===== src/pkg/fcs_pkg.sv =====
// package for the feedback control/status register bank
// assumes an axi4-lite host at 32-bit data, register index times four is the byte address
`default_nettype none
package fcs_pkg;
  // register indices as printed; byte address is four times the index
  localparam logic [11:0] IDX_MAIN_CONTROL   = 12'h100;
  localparam logic [11:0] IDX_STICKY_STATUS  = 12'h101;
  localparam logic [11:0] IDX_PHASE_SHIFT    = 12'h102;
  localparam logic [11:0] IDX_OUT_DELAY      = 12'h104;
  localparam logic [11:0] IDX_GROWTH_LENGTH  = 12'h105;
  localparam logic [11:0] IDX_HOLDOFF_LENGTH = 12'h106;
  localparam logic [11:0] IDX_BUILD_CONFIG   = 12'h107;
  localparam logic [11:0] IDX_FIDUCIAL_DELAY = 12'h108;
  localparam logic [11:0] IDX_ACQ_LENGTH     = 12'h109;
  localparam logic [11:0] IDX_ACQ_DONE       = 12'h200;
  localparam logic [11:0] IDX_TEST_START     = 12'h201;
  localparam logic [11:0] IDX_DECIMATED_MEAN = 12'h202;
  localparam int ADDR_W = 14;
  // control bit positions
  localparam int CB_SOFT_TRIG   = 0;
  localparam int CB_TRIG_SEL1   = 1;
  localparam int CB_SET_SEL     = 2;
  localparam int CB_FILT_DIS    = 3;
  localparam int CB_GAIN_LO     = 4;
  localparam int CB_CLKMGR_RST  = 7;
  localparam int CB_GROWDAMP_EN = 8;
  localparam int CB_EXT_TRIG    = 9;
  localparam int CB_ARM         = 10;
  localparam int CB_MEM_ADC     = 11;
  localparam int CB_TEST_EN     = 12;
  localparam int CB_PHASE_INV   = 13;
  localparam int CB_FAST_DRV    = 16;
  // writable masks, reserved bits read zero
  localparam logic [31:0] MASK_CONTROL  = 32'h0001_3fff;
  localparam logic [31:0] MASK_STATUS   = 32'h0000_00ff;
  localparam logic [31:0] MASK_PHASE    = 32'h0000_01ff;
  localparam logic [31:0] MASK_OUTDLY   = 32'h0f1f_ffff;
  localparam logic [31:0] MASK_LEN22    = 32'h003f_ffff;
  localparam logic [31:0] MASK_FIDDLY   = 32'h0000_0fff;
  localparam logic [31:0] RESET_ZERO    = 32'h0000_0000;
  localparam int ST_ARMED = 3;
  // build configuration defaults; revision and function code values are arbitrary
  localparam logic [12:0] DEF_HARMONIC  = 13'h0001;
  localparam logic [1:0]  DEF_DEMUX     = 2'h0;
  localparam logic [7:0]  DEF_REVISION  = 8'h01;
  localparam logic [7:0]  DEF_FUNCTION  = 8'h5a;
  localparam logic [1:0]  RESP_OKAY     = 2'h0;
  localparam logic [1:0]  RESP_SLVERR   = 2'h2;
  // outward control word
  typedef struct packed {
    logic        trigSelOne;
    logic        coefSet;
    logic        filterOff;
    logic [2:0]  shiftGain;
    logic        clockManagerReset;
    logic        externalTrigger;
    logic        memToConverter;
    logic        testPatternEnable;
    logic        phaseInvert;
    logic        fastDriverSelect;
  } fcs_ctrl_type;
  typedef struct packed {
    logic [10:0] outputDelay;
    logic [4:0]  recordDownsample;
    logic [4:0]  procDownsample;
    logic [3:0]  fineDelay;
    logic [11:0] fiducialDelay;
    logic [8:0]  phaseShift;
  } fcs_timing_type;
  typedef enum logic [1:0] {GD_IDLE, GD_HOLDOFF, GD_ACQUIRE} fcs_acq_type;
endpackage
`default_nettype wire


===== src/rtl/fcs_regs.sv =====
// feedback control/status register bank with grow/damp acquisition sequencer
// assumes one 125 MHz clock, synchronous status events and a sample-group tick
`timescale 1ns/1ps
`default_nettype none
module fcs_regs
  import fcs_pkg::*;
#(
  parameter logic [12:0] HARMONIC = DEF_HARMONIC,
  parameter logic [1:0]  DEMUX    = DEF_DEMUX,
  parameter logic [7:0]  REVISION = DEF_REVISION,
  parameter logic [7:0]  FUNCTION = DEF_FUNCTION
) (
  // clock and reset
  input  wire logic              clock,
  input  wire logic              nrst,
  // axi4-lite slave
  input  wire logic [ADDR_W-1:0] awaddr,
  input  wire logic              awvalid,
  output var  logic              awready,
  input  wire logic [31:0]       wdata,
  input  wire logic [3:0]        wstrb,
  input  wire logic              wvalid,
  output var  logic              wready,
  output var  logic [1:0]        bresp,
  output var  logic              bvalid,
  input  wire logic              bready,
  input  wire logic [ADDR_W-1:0] araddr,
  input  wire logic              arvalid,
  output var  logic              arready,
  output var  logic [31:0]       rdata,
  output var  logic [1:0]        rresp,
  output var  logic              rvalid,
  input  wire logic              rready,
  // status events, one per status bit; the arming bit is also set while armed
  input  wire logic [7:0]        statusEvent,
  // acquisition side
  input  wire logic              triggerInputOne,
  input  wire logic              triggerInputTwo,
  input  wire logic              groupTick,
  input  wire logic [31:0]       decimatedMean,
  // control outputs
  output var  fcs_ctrl_type      ctrl,
  output var  fcs_timing_type    timing,
  output var  logic [31:0]       testStart,
  output var  logic              activeCoefSet,
  output var  logic              acquiring,
  output var  logic              acqDone
);
  logic [31:0] mainControl, stickyStatus, outDelay, growthLength;
  logic [31:0] holdoffLength, fiducialDelay, acqLength, phaseShift;
  logic [ADDR_W-1:0] wAddr;
  logic wAddrHeld, wDataHeld, armed, armPrev, trigPrev;
  logic [31:0] wData;
  logic [3:0]  wStrb;
  logic [31:0] groupCount;
  fcs_acq_type acqState;
  logic doWrite, doRead, trigger, trigSel, trigEdge;
  logic [31:0] next_readData;
  logic        next_readOk;

  function automatic logic [11:0] regIndex(input logic [ADDR_W-1:0] a);
    return a[ADDR_W-1:2];
  endfunction
  function automatic logic [31:0] merge(input logic [31:0] old, input logic [31:0] d,
                                        input logic [3:0] s, input logic [31:0] m);
    logic [31:0] r;
    r = old;
    for (int i = 0; i < 4; i++) begin
      if (s[i]) begin
        r[i*8 +: 8] = d[i*8 +: 8];
      end
    end
    return r & m;
  endfunction
  function automatic logic writeOk(input logic [11:0] i);
    return i == IDX_MAIN_CONTROL || i == IDX_PHASE_SHIFT || i == IDX_OUT_DELAY ||
           i == IDX_GROWTH_LENGTH || i == IDX_HOLDOFF_LENGTH || i == IDX_FIDUCIAL_DELAY ||
           i == IDX_ACQ_LENGTH || i == IDX_TEST_START;
  endfunction

  // write address and data are accepted in either order
  assign doWrite = wAddrHeld && wDataHeld && !bvalid;
  assign doRead  = arvalid && arready;

  always_ff @(posedge clock) begin
    if (!nrst) begin
      awready   <= 1'b0;
      wready    <= 1'b0;
      wAddrHeld <= 1'b0;
      wDataHeld <= 1'b0;
      wAddr     <= '0;
      wData     <= '0;
      wStrb     <= '0;
      bvalid    <= 1'b0;
      bresp     <= RESP_OKAY;
    end else begin
      awready <= !wAddrHeld && !(awvalid && awready) && !bvalid;
      wready  <= !wDataHeld && !(wvalid && wready) && !bvalid;
      if (awvalid && awready) begin
        wAddrHeld <= 1'b1;
        wAddr     <= awaddr;
      end
      if (wvalid && wready) begin
        wDataHeld <= 1'b1;
        wData     <= wdata;
        wStrb     <= wstrb;
      end
      if (doWrite) begin
        bvalid    <= 1'b1;
        wAddrHeld <= 1'b0;
        wDataHeld <= 1'b0;
        bresp     <= writeOk(regIndex(wAddr)) ? RESP_OKAY : RESP_SLVERR;
      end else if (bvalid && bready) begin
        bvalid <= 1'b0;
      end
    end
  end

  // writable registers; reserved bits held at zero by masks
  always_ff @(posedge clock) begin
    if (!nrst) begin
      mainControl   <= RESET_ZERO;
      phaseShift    <= RESET_ZERO;
      outDelay      <= RESET_ZERO;
      growthLength  <= RESET_ZERO;
      holdoffLength <= RESET_ZERO;
      fiducialDelay <= RESET_ZERO;
      acqLength     <= RESET_ZERO;
      testStart     <= RESET_ZERO;
    end else if (doWrite) begin
      if (regIndex(wAddr) == IDX_MAIN_CONTROL) begin
        mainControl <= merge(mainControl, wData, wStrb, MASK_CONTROL);
      end else if (regIndex(wAddr) == IDX_PHASE_SHIFT) begin
        phaseShift <= merge(phaseShift, wData, wStrb, MASK_PHASE);
      end else if (regIndex(wAddr) == IDX_OUT_DELAY) begin
        outDelay <= merge(outDelay, wData, wStrb, MASK_OUTDLY);
      end else if (regIndex(wAddr) == IDX_GROWTH_LENGTH) begin
        growthLength <= merge(growthLength, wData, wStrb, MASK_LEN22);
      end else if (regIndex(wAddr) == IDX_HOLDOFF_LENGTH) begin
        holdoffLength <= merge(holdoffLength, wData, wStrb, '1);
      end else if (regIndex(wAddr) == IDX_FIDUCIAL_DELAY) begin
        fiducialDelay <= merge(fiducialDelay, wData, wStrb, MASK_FIDDLY);
      end else if (regIndex(wAddr) == IDX_ACQ_LENGTH) begin
        acqLength <= merge(acqLength, wData, wStrb, MASK_LEN22);
      end else if (regIndex(wAddr) == IDX_TEST_START) begin
        testStart <= merge(testStart, wData, wStrb, '1);
      end
    end
  end

  // read mux
  always_comb begin
    next_readData = RESET_ZERO;
    next_readOk   = 1'b1;
    if (regIndex(araddr) == IDX_MAIN_CONTROL) begin
      next_readData = mainControl;
    end else if (regIndex(araddr) == IDX_STICKY_STATUS) begin
      next_readData = stickyStatus;
    end else if (regIndex(araddr) == IDX_PHASE_SHIFT) begin
      next_readData = phaseShift;
    end else if (regIndex(araddr) == IDX_OUT_DELAY) begin
      next_readData = outDelay;
    end else if (regIndex(araddr) == IDX_GROWTH_LENGTH) begin
      next_readData = growthLength;
    end else if (regIndex(araddr) == IDX_HOLDOFF_LENGTH) begin
      next_readData = holdoffLength;
    end else if (regIndex(araddr) == IDX_BUILD_CONFIG) begin
      next_readData = {FUNCTION, REVISION, 1'b0, DEMUX, HARMONIC};
    end else if (regIndex(araddr) == IDX_FIDUCIAL_DELAY) begin
      next_readData = fiducialDelay;
    end else if (regIndex(araddr) == IDX_ACQ_LENGTH) begin
      next_readData = acqLength;
    end else if (regIndex(araddr) == IDX_ACQ_DONE) begin
      next_readData = {31'h0, acqDone};
    end else if (regIndex(araddr) == IDX_TEST_START) begin
      next_readData = testStart;
    end else if (regIndex(araddr) == IDX_DECIMATED_MEAN) begin
      next_readData = decimatedMean;
    end else begin
      next_readOk = 1'b0;
    end
  end

  always_ff @(posedge clock) begin
    if (!nrst) begin
      arready <= 1'b0;
      rvalid  <= 1'b0;
      rdata   <= RESET_ZERO;
      rresp   <= RESP_OKAY;
    end else begin
      arready <= !rvalid && !(arvalid && arready);
      if (doRead) begin
        rvalid <= 1'b1;
        rdata  <= next_readData;
        rresp  <= next_readOk ? RESP_OKAY : RESP_SLVERR;
      end else if (rvalid && rready) begin
        rvalid <= 1'b0;
      end
    end
  end

  always_ff @(posedge clock) begin
    if (!nrst) begin
      armPrev <= 1'b0;
      armed   <= 1'b0;
    end else begin
      armPrev <= mainControl[CB_ARM];
      if (mainControl[CB_ARM] && !armPrev) begin
        armed <= 1'b1;
      end else if (trigEdge && mainControl[CB_EXT_TRIG]) begin
        armed <= 1'b0;
      end
    end
  end

  // sticky flags, a new event wins over the read clear
  always_ff @(posedge clock) begin
    if (!nrst) begin
      stickyStatus <= RESET_ZERO;
    end else begin
      stickyStatus <= ((doRead && regIndex(araddr) == IDX_STICKY_STATUS) ? RESET_ZERO : stickyStatus)
                      | ({24'h0, statusEvent} & MASK_STATUS)
                      | (32'h1 << ST_ARMED & {32{armed}});
    end
  end

  assign trigSel = mainControl[CB_TRIG_SEL1] ? triggerInputOne : triggerInputTwo;
  assign trigEdge = trigSel && !trigPrev;
  assign trigger = mainControl[CB_EXT_TRIG] ? (trigEdge && armed) : mainControl[CB_SOFT_TRIG];

  always_ff @(posedge clock) begin
    if (!nrst) begin
      trigPrev <= 1'b0;
    end else begin
      trigPrev <= trigSel;
    end
  end

  always_ff @(posedge clock) begin
    if (!nrst) begin
      acqState   <= GD_IDLE;
      groupCount <= RESET_ZERO;
      acqDone    <= 1'b0;
    end else begin
      case (acqState)
        GD_IDLE: begin
          if (trigger) begin
            acqDone    <= 1'b0;
            groupCount <= RESET_ZERO;
            acqState   <= (mainControl[CB_GROWDAMP_EN] && holdoffLength != 0) ? GD_HOLDOFF : GD_ACQUIRE;
          end
        end
        GD_HOLDOFF: begin
          if (groupTick) begin
            if (groupCount == holdoffLength - 32'h1) begin
              groupCount <= RESET_ZERO;
              acqState   <= GD_ACQUIRE;
            end else begin
              groupCount <= groupCount + 32'h1;
            end
          end
        end
        GD_ACQUIRE: begin
          if (groupTick) begin
            if (groupCount + 32'h1 >= acqLength) begin
              acqDone  <= 1'b1;
              acqState <= GD_IDLE;
            end else begin
              groupCount <= groupCount + 32'h1;
            end
          end
        end
        default: acqState <= GD_IDLE;
      endcase
    end
  end

  // control outputs, registered
  always_ff @(posedge clock) begin
    if (!nrst) begin
      ctrl          <= '0;
      timing        <= '0;
      activeCoefSet <= 1'b0;
      acquiring     <= 1'b0;
    end else begin
      ctrl.trigSelOne        <= mainControl[CB_TRIG_SEL1];
      ctrl.coefSet           <= mainControl[CB_SET_SEL];
      ctrl.filterOff         <= mainControl[CB_FILT_DIS];
      ctrl.shiftGain         <= mainControl[CB_GAIN_LO +: 3];
      ctrl.clockManagerReset <= mainControl[CB_CLKMGR_RST];
      ctrl.externalTrigger   <= mainControl[CB_EXT_TRIG];
      ctrl.memToConverter    <= mainControl[CB_MEM_ADC];
      ctrl.testPatternEnable <= mainControl[CB_TEST_EN];
      ctrl.phaseInvert       <= mainControl[CB_PHASE_INV];
      ctrl.fastDriverSelect  <= mainControl[CB_FAST_DRV];
      timing.outputDelay      <= outDelay[10:0];
      timing.recordDownsample <= outDelay[15:11];
      timing.procDownsample   <= outDelay[20:16];
      timing.fineDelay        <= outDelay[27:24];
      timing.fiducialDelay    <= fiducialDelay[11:0];
      timing.phaseShift       <= phaseShift[8:0];
      activeCoefSet <= mainControl[CB_SET_SEL] ^ (mainControl[CB_GROWDAMP_EN] &&
                       (acqState == GD_HOLDOFF ||
                        (acqState == GD_ACQUIRE && groupCount < growthLength)));
      acquiring <= acqState == GD_ACQUIRE;
    end
  end

  a_status_clear: assert property (@(posedge clock) disable iff (!nrst)
    doRead && regIndex(araddr) == IDX_STICKY_STATUS && statusEvent == 0 && !armed |=> stickyStatus == 0)
    else $error("status not cleared by read");
  a_status_sticky: assert property (@(posedge clock) disable iff (!nrst)
    statusEvent[0] |=> stickyStatus[0])
    else $error("status event lost");
  a_arm_edge: assert property (@(posedge clock) disable iff (!nrst)
    $rose(armed) |-> $past(mainControl[CB_ARM]) && !$past(armPrev))
    else $error("arm without rising edge");
  a_phase_upper: assert property (@(posedge clock) disable iff (!nrst)
    phaseShift[31:9] == 0)
    else $error("phase upper bits nonzero");
  a_done_clear: assert property (@(posedge clock) disable iff (!nrst)
    acqState == GD_IDLE && trigger |=> !acqDone)
    else $error("done not cleared by trigger");
  a_gain_out: assert property (@(posedge clock) disable iff (!nrst)
    1'b1 |=> ctrl.shiftGain == $past(mainControl[6:4]))
    else $error("shift gain mismatch");
  a_coef_set: assert property (@(posedge clock) disable iff (!nrst)
    !mainControl[CB_GROWDAMP_EN] |=> activeCoefSet == $past(mainControl[CB_SET_SEL]))
    else $error("coefficient set mismatch");
  a_holdoff_invert: assert property (@(posedge clock) disable iff (!nrst)
    acqState == GD_HOLDOFF && mainControl[CB_GROWDAMP_EN] |=> activeCoefSet != $past(mainControl[CB_SET_SEL]))
    else $error("holdoff not inverted");
  a_drive_phase: assert property (@(posedge clock) disable iff (!nrst)
    1'b1 |=> ctrl.phaseInvert == $past(mainControl[CB_PHASE_INV]))
    else $error("drive phase mismatch");
  a_build_ro: assert property (@(posedge clock) disable iff (!nrst)
    doRead && regIndex(araddr) == IDX_BUILD_CONFIG |=> rdata[31:24] == FUNCTION && rdata[12:0] == HARMONIC)
    else $error("build word wrong");
  c_write: cover property (@(posedge clock) disable iff (!nrst) doWrite);
  c_status_read: cover property (@(posedge clock) disable iff (!nrst)
    doRead && regIndex(araddr) == IDX_STICKY_STATUS && stickyStatus != 0);
  c_holdoff: cover property (@(posedge clock) disable iff (!nrst) acqState == GD_HOLDOFF);
  c_done: cover property (@(posedge clock) disable iff (!nrst) $rose(acqDone));
endmodule
`default_nettype wire


===== config.mk =====
export PLATFORM = sky130hd
export DESIGN_NAME = fcs_regs
export DESIGN_NICKNAME = d
export VERILOG_FILES = /design/src/pkg/fcs_pkg.sv /design/src/rtl/fcs_regs.sv
export SDC_FILE = /design/constraint.sdc
export NUM_CORES = 1
export LEC_CHECK = 0
export BUFFER_PORTS_ARGS = -buffer_cell sky130_fd_sc_hd__buf_2
export CAP_MARGIN = 20
export CORE_MARGIN = 2
export CORE_UTILIZATION = 25
export DETAILED_ROUTE_END_ITERATION = 10
export PLACE_DENSITY = 0.46
export SLEW_MARGIN = 0
export SYNTH_ARGS = -nofsm -noshare
export SYNTH_HDL_FRONTEND = slang
export SYNTH_SLANG_ARGS = --single-unit

===== constraint.sdc =====
create_clock -name clock -period 8.9 [get_ports clock]
set_clock_uncertainty 0.05 [all_clocks]
set_input_delay 0.89 -clock clock [delete_from_list [all_inputs] [get_ports clock]]
set_output_delay 0.89 -clock clock [all_outputs]
set_load 0.02 [all_outputs]

## After elaboration in Yosys (flattened, before gate mapping)

Index checks and enable logic that the tools add are counted.

- Add/subtract/negate cells: 2
- Eq/ne operators: 29
- Reduce and logical (&&, ||, !) cells: 73
- Magnitude comparators: 2
- Multiplexer cells: 52
- Bitwise operators: 11

Operators by type and width:

| cell | count |
|---|---|
| $mux W32 | 18 |
| $eq A12 B9 Y1 const B | 16 |
| $pmux W32 S3 | 1 |
| $eq A12 B10 Y1 const B | 4 |
| $reduce_and A10 Y1 | 4 |
| $add A32 B1 Y32 const B | 1 |
| $eq A32 B32 Y1 | 1 |
| $ge A32 B22 Y1 | 1 |
| $lt A32 B22 Y1 | 1 |
| $or A32 B4 Y32 | 1 |
| $or A32 B8 Y32 | 1 |
| $reduce_bool A32 Y1 | 1 |
| $sub A32 B1 Y32 const B | 1 |
| $reduce_and A5 Y1 | 6 |
| $reduce_and A7 Y1 | 4 |
| $reduce_and A9 Y1 | 3 |
| $mux W1 | 23 |
| $logic_and A1 B1 Y1 | 20 |
| $reduce_and A6 Y1 | 3 |
| $mux W2 | 8 |
| $reduce_and A8 Y1 | 2 |
| $ne A2 B2 Y1 const B | 6 |
| $reduce_and A4 Y1 | 3 |
| $logic_not A1 Y1 | 9 |
| 12 further kinds | 31 |

- Input port bits: 114
- Register bits after elaboration: 392
- Logic and storage cells: 232

## Longest topological paths before layout

Gate-level depths: netlist (run 1).

- Word-level depth: 14
- Depth in mapped cells: 19
- Depth with buffers taken out: 17

## Worst setup path before layout (run 1)

Ideal clock, no wire load.

- Path kind: register to register
- Start: register groupCount[2]
- End: register groupCount[10]
- Buffers on the path: 2
- Setup slack: 4.687 ns
- Required time: 8.733 ns
- Setup time: 0.117 ns
- Stages on the path, launching flop included: 19
- Period minus slack after synthesis: 4.213 ns
- Data arrival time: 4.046 ns
- Path through: dfxtp_1 > clkbuf_1 > nand4_1 > nor3_1 > nand2_1 > nor2_1 > nand3_1 > xnor2_1 > ha_1 > a21oi_1 > o221ai_1 > a221oi_1 > o211ai_1 > nor2_1 > nand3_1 > a21oi_1 > nor2_1 > clkbuf_1 > a22o_1

- Cells in the longest elaborated chain, start to end: 4
- Elaborated cells on any way between the ends: 10

RTL lines:

| element | line | source |
|---|---|---|
| start, declared | fcs_regs.sv:55 | `logic [31:0] groupCount;` |
| start signal, assigned | fcs_regs.sv:259 | `groupCount <= groupCount + 32'h1;` |
| start signal, assigned | fcs_regs.sv:269 | `groupCount <= groupCount + 32'h1;` |
| $add A32 B1 Y32 or $eq A32 B32 Y1 (tied branches) | n/a |  |
| $ge A32 B22 Y1 (tied with other cells) | fcs_regs.sv:265 | `if (groupCount + 32'h1 >= acqLength) begin` |
| $ne A2 B2 Y1 (no source line) (tied with other cells) | n/a |  |
| $reduce_and A5 Y1 (no source line) or $pmux W32 S3 (tied branches) | n/a |  |

Several ways; a longest one is shown, not always the timed one. The select of a mux whose other input is x is not followed.
A chain may end at the register's enable or synchronous reset.

## Worst setup path after layout (run 1)

- Start: register groupCount[1]
- End: register groupCount[0]

- Cells in the longest elaborated chain, start to end: 4
- Elaborated cells on any way between the ends: 8

RTL lines:

| element | line |
|---|---|
| $add A32 B1 Y32 or $eq A32 B32 Y1 (tied branches) | fcs_regs.sv:265, fcs_regs.sv:255 |
| $ge A32 B22 Y1 or $mux W32 (tied branches) | fcs_regs.sv:265, fcs_regs.sv:255 |
| $ne A2 B2 Y1 (no source line) or $mux W32 (tied branches) | n/a |
| $reduce_and A5 Y1 (no source line) or $pmux W32 S3 (tied branches) | n/a |

Several ways; a longest one is shown, not always the timed one. The select of a mux whose other input is x is not followed.

==> flow_metrics.py, run 1 <==
metrics = {
    "placement": {
        "place_congestion": 0.895,
        "dp_hpwl_mm": 51.2,
        "io_buffers": 241,
    },
    "synth": {
        "synth_edf_count": 0,
        "synth_commonest_cells": "418 x nand2_1, 364 x dfxtp_1, 212 x a21oi_1, 151 x nor2_1, 127 x clkbuf_1",
        "ys.flop_type": "dfxtp_1",
        "synth_most_common_cell": "nand2_1",
        "ys_ff_latch": 364,
        "async_reset_ff_share_pct": 0,
        "synth_warnings": 0,
        "synth.avg_cell_area_um2": 8.16,
        "yosysTopAreaCellShare_pct": 42.8,
        "synth_cell_types": 71,
        "synthCells": 2085,
        "synth-seq-area-share_pct": 42.8,
        "synth_top_area_cell": "dfxtp_1",
        "syn_area_um2": 17000,
        "synthTopCellsByArea": "dfxtp_1 43%, nand2_1 9.2%, a21oi_1 6.2%",
    },
    "critical_path": {
        "critPathTopFamily": "simple AND/OR/NAND/NOR gates",
        "arrival_ns": 5.51,
        "worstPathMaxFanout": 14,
        "start_kind": "flop",
        "path_common_cell": "nor2_1",
        "crit_chain": "ha_1 -> nand4_1 -> nor2_1 -> nand3_1 -> or2_2 -> nor2_1 -> xor2_1 -> ha_1 -> nand3_1 -> o221ai_1 -> a221oi_1 -> o211ai_1 -> nor2_1 -> nand3_1 -> a21o_1 -> nor2_1 -> buf_4 -> mux2_2",
        "rr_worst_depth": 18,
        "r2r_start": "groupCount[1]",
        "max_stage_delay_ns": 0.48,
        "cp.depth": 18,
        "path_buf_inv": 1,
        "timing.rr.end": "groupCount[0]",
        "crit_type": "flop to flop",
        "cp_slowest_cell": "dfxtp_1",
        "crit_required_ns": 9.35,
        "endpoint_kind": "flop",
        "reg2reg_slack_ns": 3.84,
    },
    "timing": {
        "final.min_clock_period_ns": 5.06,
        "maxSlewHeadroom_pct": 29.6,
        "final_max_slew_viol_count": 0,
        "fmax_mhz": 198,
        "hold_viol": 0,
        "rsz0062_at_grt": "no",
        "setup_viol": 0,
        "final.setup.tns_ns": 0,
        "fin_crit_sh_pct": 56.8,
        "max_slew.worst_pin.slew_ns": 1.05,
    },
    "clocking": {
        "cts_max_level": 2,
        "cts-resized-gates": 0,
        "clkSlewWorstSetupHoldPaths_ns": 0.06,
        "cts_buffer_depth": 3,
        "cts_hold_buf": 0,
        "cts_root_buffer": "clkbuf_16",
        "cts_tree": "yes",
        "post_cts_buffers": 0,
        "cts_inserted_buffers": 42,
        "cts_sinks": 364,
        "clk_latency_ns": 0.57,
    },
    "die": {
        "placeableCoreArea_um2": 67300,
        "row_count": 95,
        "die_w_um": 265,
        "dieHeight_um": 265,
        "die_area_um2": 70200,
        "initial_utilization_pct": 25.3,
        "io_pins": 248,
    },
    "drt": {
        "ant_nets": 0,
        "drc": 0,
        "drt-wirelength-per-cell_um": 21.7,
        "vias": 16229,
        "vias_per_cell": 5.14,
        "dr.pass1.iters": 8,
        "drt_wl_total_mm": 68.7,
        "drt_iter0_drc": 1567,
    },
    "hold_path": {
        "min_to": "rdata[6]",
        "min-delay-start": "rdata[6]",
        "worstHoldPathType": "flop to flop",
        "holdPathStages": 2,
    },
    "global_route": {
        "track_usage_pct": 19.1,
        "grt_first_pass_wirelength_mm": 101,
        "grt_pass1_vias": 15613,
        "grt_overflow_total": 0,
        "antenna_found_initial": 1,
        "grt_max_degree": 105,
    },
    "power_and_ir_drop": {
        "total_leakage_power_uw": 0.00831,
        "powerDensity_nw_per_um2": 176,
        "vdd_drop_max_v": 0.000110,
    },
    "run_status": {
        "status": "completed",
    },
    "cells_and_area": {
        "fin_util_pct": 30.3,
        "fin_nets": 2420,
        "area_growth_pct": 19.9,
        "drive_gt1_share_pct": 16.0,
    },
    "run": {
        "cap_violations": 0,
    },
}
-- worst max path at each step --
stage | from | endpoint | slack (ns)
6_report | groupCount[1] | groupCount[0] | 3.84
5_1_grt | groupCount[1] | groupCount[30] | 3.49
4_1_cts | groupCount[1] | groupCount[30] | 3.86
3_5_place_dp | groupCount[1] | groupCount[30] | 3.89
3_3_place_gp | groupCount[2] | groupCount[0] | 3.77
2_1_floorplan | groupCount[2] | groupCount[10] | 4.69
-- metrics by stage --
step	hold slack [ns]	worst slack [ns]	area [um2]	total power, uW	std cells
after global routing	0.422	3.49	20400	3720	3159
after global placement	0.389	3.77	19000	1880	3083
after CTS	0.407	3.86	20400	3640	3157
after floorplan	0.374	4.69	17000	1790	2086
after detailed placement	0.396	3.89	19000	1880	3084
final	0.405	3.84	20400	3600	3160
-- worst min-delay path, stage by stage (launching register included) --
cell and delay, ns:
dfxtp_1 0.31, nand2_1 0.05, a21oi_1 0.05
-- flip-flops by register name (all words and copies together) (netlist names), 4 cells and up --
name           flops
phaseShift         9
fiducialDelay     12
wStrb              4
timing            46
groupCount        32
holdoffLength     32
testStart         32
wAddr             12
wData             32
growthLength      22
ctrl              12
outDelay          25
rdata             32
acqLength         22
stickyStatus       8
mainControl       15
-- layout make-up --
cell class / instances / area, um2
well taps: 873 / 1090
diodes: 1 / 2.50
flip-flops and latches: 364 / 7290
multi-input cells: 1516 / 8960
repair buffers: 272 / 1460
clock buffers: 60 / 1220
fillers: 7269 / 46900
inverters: 61 / 234
clock inverters: 13 / 150
-- layer usage --
| metal | track usage (%) | part of all wire [%] | up-vias |
|---|---|---|---|
| li1 | - | - | 7646 |
| met1 | 26.1 | 45 | 7857 |
| met2 | 31.0 | 46 | 626 |
| met3 | 2.33 | 6.5 | 100 |
| met4 | 6.37 | 3.1 | 0 |
| met5 | 0 | 0 | - |
-- power breakdown --
part           switching (uW)  leakage, uW  internal (uW)
sequential               34.5      0.00294           1650
combinational             109      0.00469           53.5
clock                     716     0.000677           1040
total                     859      0.00831           2740
-- kinds of logic (layout without fill, tap and decap cells) --
| family | after synthesis | count (layout) | share of synthesized area (%) |
|---|---|---|---|
| buf+inv | 206 | 406 | 4.69 |
| xor+xnor | 67 | 67 | 3.45 |
| fa+ha+maj | 49 | 49 | 3.60 |
| simple gates | 854 | 854 | 23.0 |
| flops | 364 | 364 | 42.8 |
| other cells | 1 | 3 | 0.0220 |
| mux | 77 | 77 | 4.55 |
| compound gates | 467 | 467 | 17.9 |
-- cell usage in the layout (no fill, tap or decap), types with 10 or more instances in the layout --
master,instances
nand2_1,418
dfxtp_1,364
buf_2,241
a21oi_1,211
nor2_1,149
mux2i_1,74
and2_1,71
inv_1,60
ha_1,49
nand3_1,46
o21ai_0,45
clkbuf_16,43
xnor2_1,37
a221oi_1,35
xor2_1,30
nand4_1,28
nor3_1,28
buf_4,28
o31ai_1,23
o22ai_1,19
nor4_1,18
a22o_1,18
a222oi_1,14
or3_1,13
a21o_1,13
nand2b_1,12
a221o_1,12
a211oi_1,11
o22a_1,11
or4_1,10
(Power assumes the default switching activity.)
==> run 2, diff against run 1 <==
==> constraint.sdc (replaced) <==
create_clock -name clock -period 4.8 [get_ports clock]
set_clock_uncertainty 0.05 [all_clocks]
set_input_delay 0.48 -clock clock [delete_from_list [all_inputs] [get_ports clock]]
set_output_delay 0.48 -clock clock [all_outputs]
set_load 0.02 [all_outputs]
==> run 2 against run 1 <==
  * Non-clock buffer count is 29 higher
  * First-iteration DRC count is 13% lower
  * Global-route usage is 0.44 points higher
  * Via count is 1.3% higher
  * Clock-buffer cell count is 2 higher
==> flow_metrics.py, run 2 (synthesized netlist as in run 1, its figures left out) <==
metrics = {
    "run_status": {
        "status": "completed",
    },
    "timing": {
        "maxSlewHeadroom_pct": 26.4,
        "fin_crit_sh_pct": 89.2,
        "hold_viol": 0,
        "fmax_mhz": 233,
        "rsz0062_at_grt": "no",
        "max_slew.worst_pin.slew_ns": 1.10,
        "final.setup.tns_ns": 0,
        "final_max_slew_viol_count": 0,
        "final.min_clock_period_ns": 4.28,
        "setup_viol": 0,
        "fin_ws_ns": 0.517,
    },
    "placement": {
        "pre_cts_slack_ns": 0.516,
        "io_buffers": 241,
        "dp_cells": 3115,
        "place_congestion": 0.897,
        "dp_hpwl_mm": 52.8,
    },
    "power_and_ir_drop": {
        "total_leakage_power_uw": 0.00850,
        "powerDensity_nw_per_um2": 331,
        "total_power_uw": 6850,
        "vdd_drop_max_v": 0.000197,
    },
    "die": {
        "die_area_um2": 70200,
        "io_pins": 248,
        "initial_utilization_pct": 25.3,
        "row_count": 95,
        "dieHeight_um": 265,
        "placeableCoreArea_um2": 67300,
        "die_w_um": 265,
    },
    "cells_and_area": {
        "largest_reg_flops": 46,
        "finalNonFillerCells": 3194,
        "largest-register": "timing",
        "fin_nets": 2450,
        "final_cell_mix": "418 x nand2_1, 364 x dfxtp_1, 241 x buf_2",
        "layout.cells.most_common": "nand2_1",
        "drive_gt1_share_pct": 17.0,
        "area_growth_pct": 21.8,
        "fin_util_pct": 30.8,
    },
    "drt": {
        "drt_iter0_drc": 1371,
        "drt_wl_total_mm": 70.8,
        "dr.pass1.iters": 8,
        "ant_nets": 0,
        "drc": 0,
        "drt-wirelength-per-cell_um": 22.2,
        "vias": 16436,
        "vias_per_cell": 5.15,
    },
    "critical_path": {
        "arrival_ns": 4.75,
        "endpoint_kind": "flop",
        "crit_required_ns": 5.27,
        "r2r_start": "groupCount[1]",
        "crit_end": "groupCount[25]",
        "worstPathMaxFanout": 14,
        "reg2reg_slack_ns": 0.52,
        "critPathLaunch": "groupCount[1]",
        "rr_worst_depth": 19,
        "timing.rr.end": "groupCount[25]",
        "start_kind": "flop",
        "crit_type": "flop to flop",
    },
    "clocking": {
        "cts_max_level": 2,
        "cts_buffer_depth": 3,
        "clk_latency_ns": 0.57,
        "clkSlewWorstSetupHoldPaths_ns": 0.06,
        "cts_tree": "yes",
        "cts_inserted_buffers": 43,
        "cts_root_buffer": "clkbuf_16",
        "cts_sinks": 364,
        "post_cts_buffers": 0,
        "cts_hold_buf": 0,
        "cts-resized-gates": 0,
    },
    "global_route": {
        "track_usage_pct": 19.5,
        "antenna_found_initial": 2,
        "grt_max_degree": 211,
        "grt_overflow_total": 0,
        "grt_pass1_vias": 15663,
        "grt_first_pass_wirelength_mm": 103,
    },
    "hold_path": {
        "holdPathStages": 3,
        "worstHoldPathType": "input pin to flop",
        "min-delay-start": "statusEvent[4]",
    },
    "run": {
        "cap_violations": 0,
    },
}
## run 2: cell types whose count changed in the layout (fill, tap and decap cells not counted), moves of 2 or more
cell       delta
buf_4        +28
bufinv_16     +2
clkbuf_1      +2
buf_12        +3
## run 2: how the worst min path moves through the flow
stage	end	slack [ns]
floorplan	wready	0.37
global placement	arready	0.39
detailed placement	rdata[6]	0.40
CTS	stickyStatus[4]	0.04
global route	stickyStatus[2]	0.07
finish	stickyStatus[4]	0.06
## run 2: cell type report
class,instances,area [um2]
fillers,7272,46600
multi-input cells,1516,8950
flip-flops and latches,364,7290
repair buffers,301,1700
clock buffers,62,1230
well taps,873,1090
inverters,61,234
clock inverters,16,233
diodes,1,2.50
## run 2: power breakdown
part	leakage (uW)	internal [uW]	switching, uW	total, uW
logic	0.00485	99.5	201	301
registers	0.00294	3060	62.5	3120
clock network	0.000714	2060	1380	3430
## run 2: worst max-delay path, stage by stage, from the launching register on
cell and delay, ns:
dfxtp_1 0.49, ha_1 0.23, nand4_1 0.12, nor2_1 0.18, nand3_1 0.16, or2_2 0.35, nor2_1 0.13, xor2_1 0.22
ha_1 0.29, nand3_1 0.12, o221ai_1 0.13, a221oi_1 0.36, o211ai_1 0.15, nor2_1 0.17, nand3_1 0.15, a21o_1 0.23
buf_4 0.15, nor2_1 0.14, buf_4 0.24, a31o_2 0.17
## run 2: per-stage QoR
| step | hold slack [ns] | instance area [um2] |
|---|---|---|
| floorplan | 0.374 | 17000 |
| global placement | 0.386 | 19200 |
| detailed placement | 0.396 | 19300 |
| CTS | 0.0400 | 20700 |
| global route | 0.0723 | 20700 |
| finish | 0.0637 | 20700 |
## run 2: layer usage
metal,up-vias,GRT usage [%],part of all wire (%)
li1,7701,-,-
met1,8078,27.1,46
met2,562,31.3,46
met3,95,2.94,5.9
met4,0,5.47,2.4
met5,-,0,0
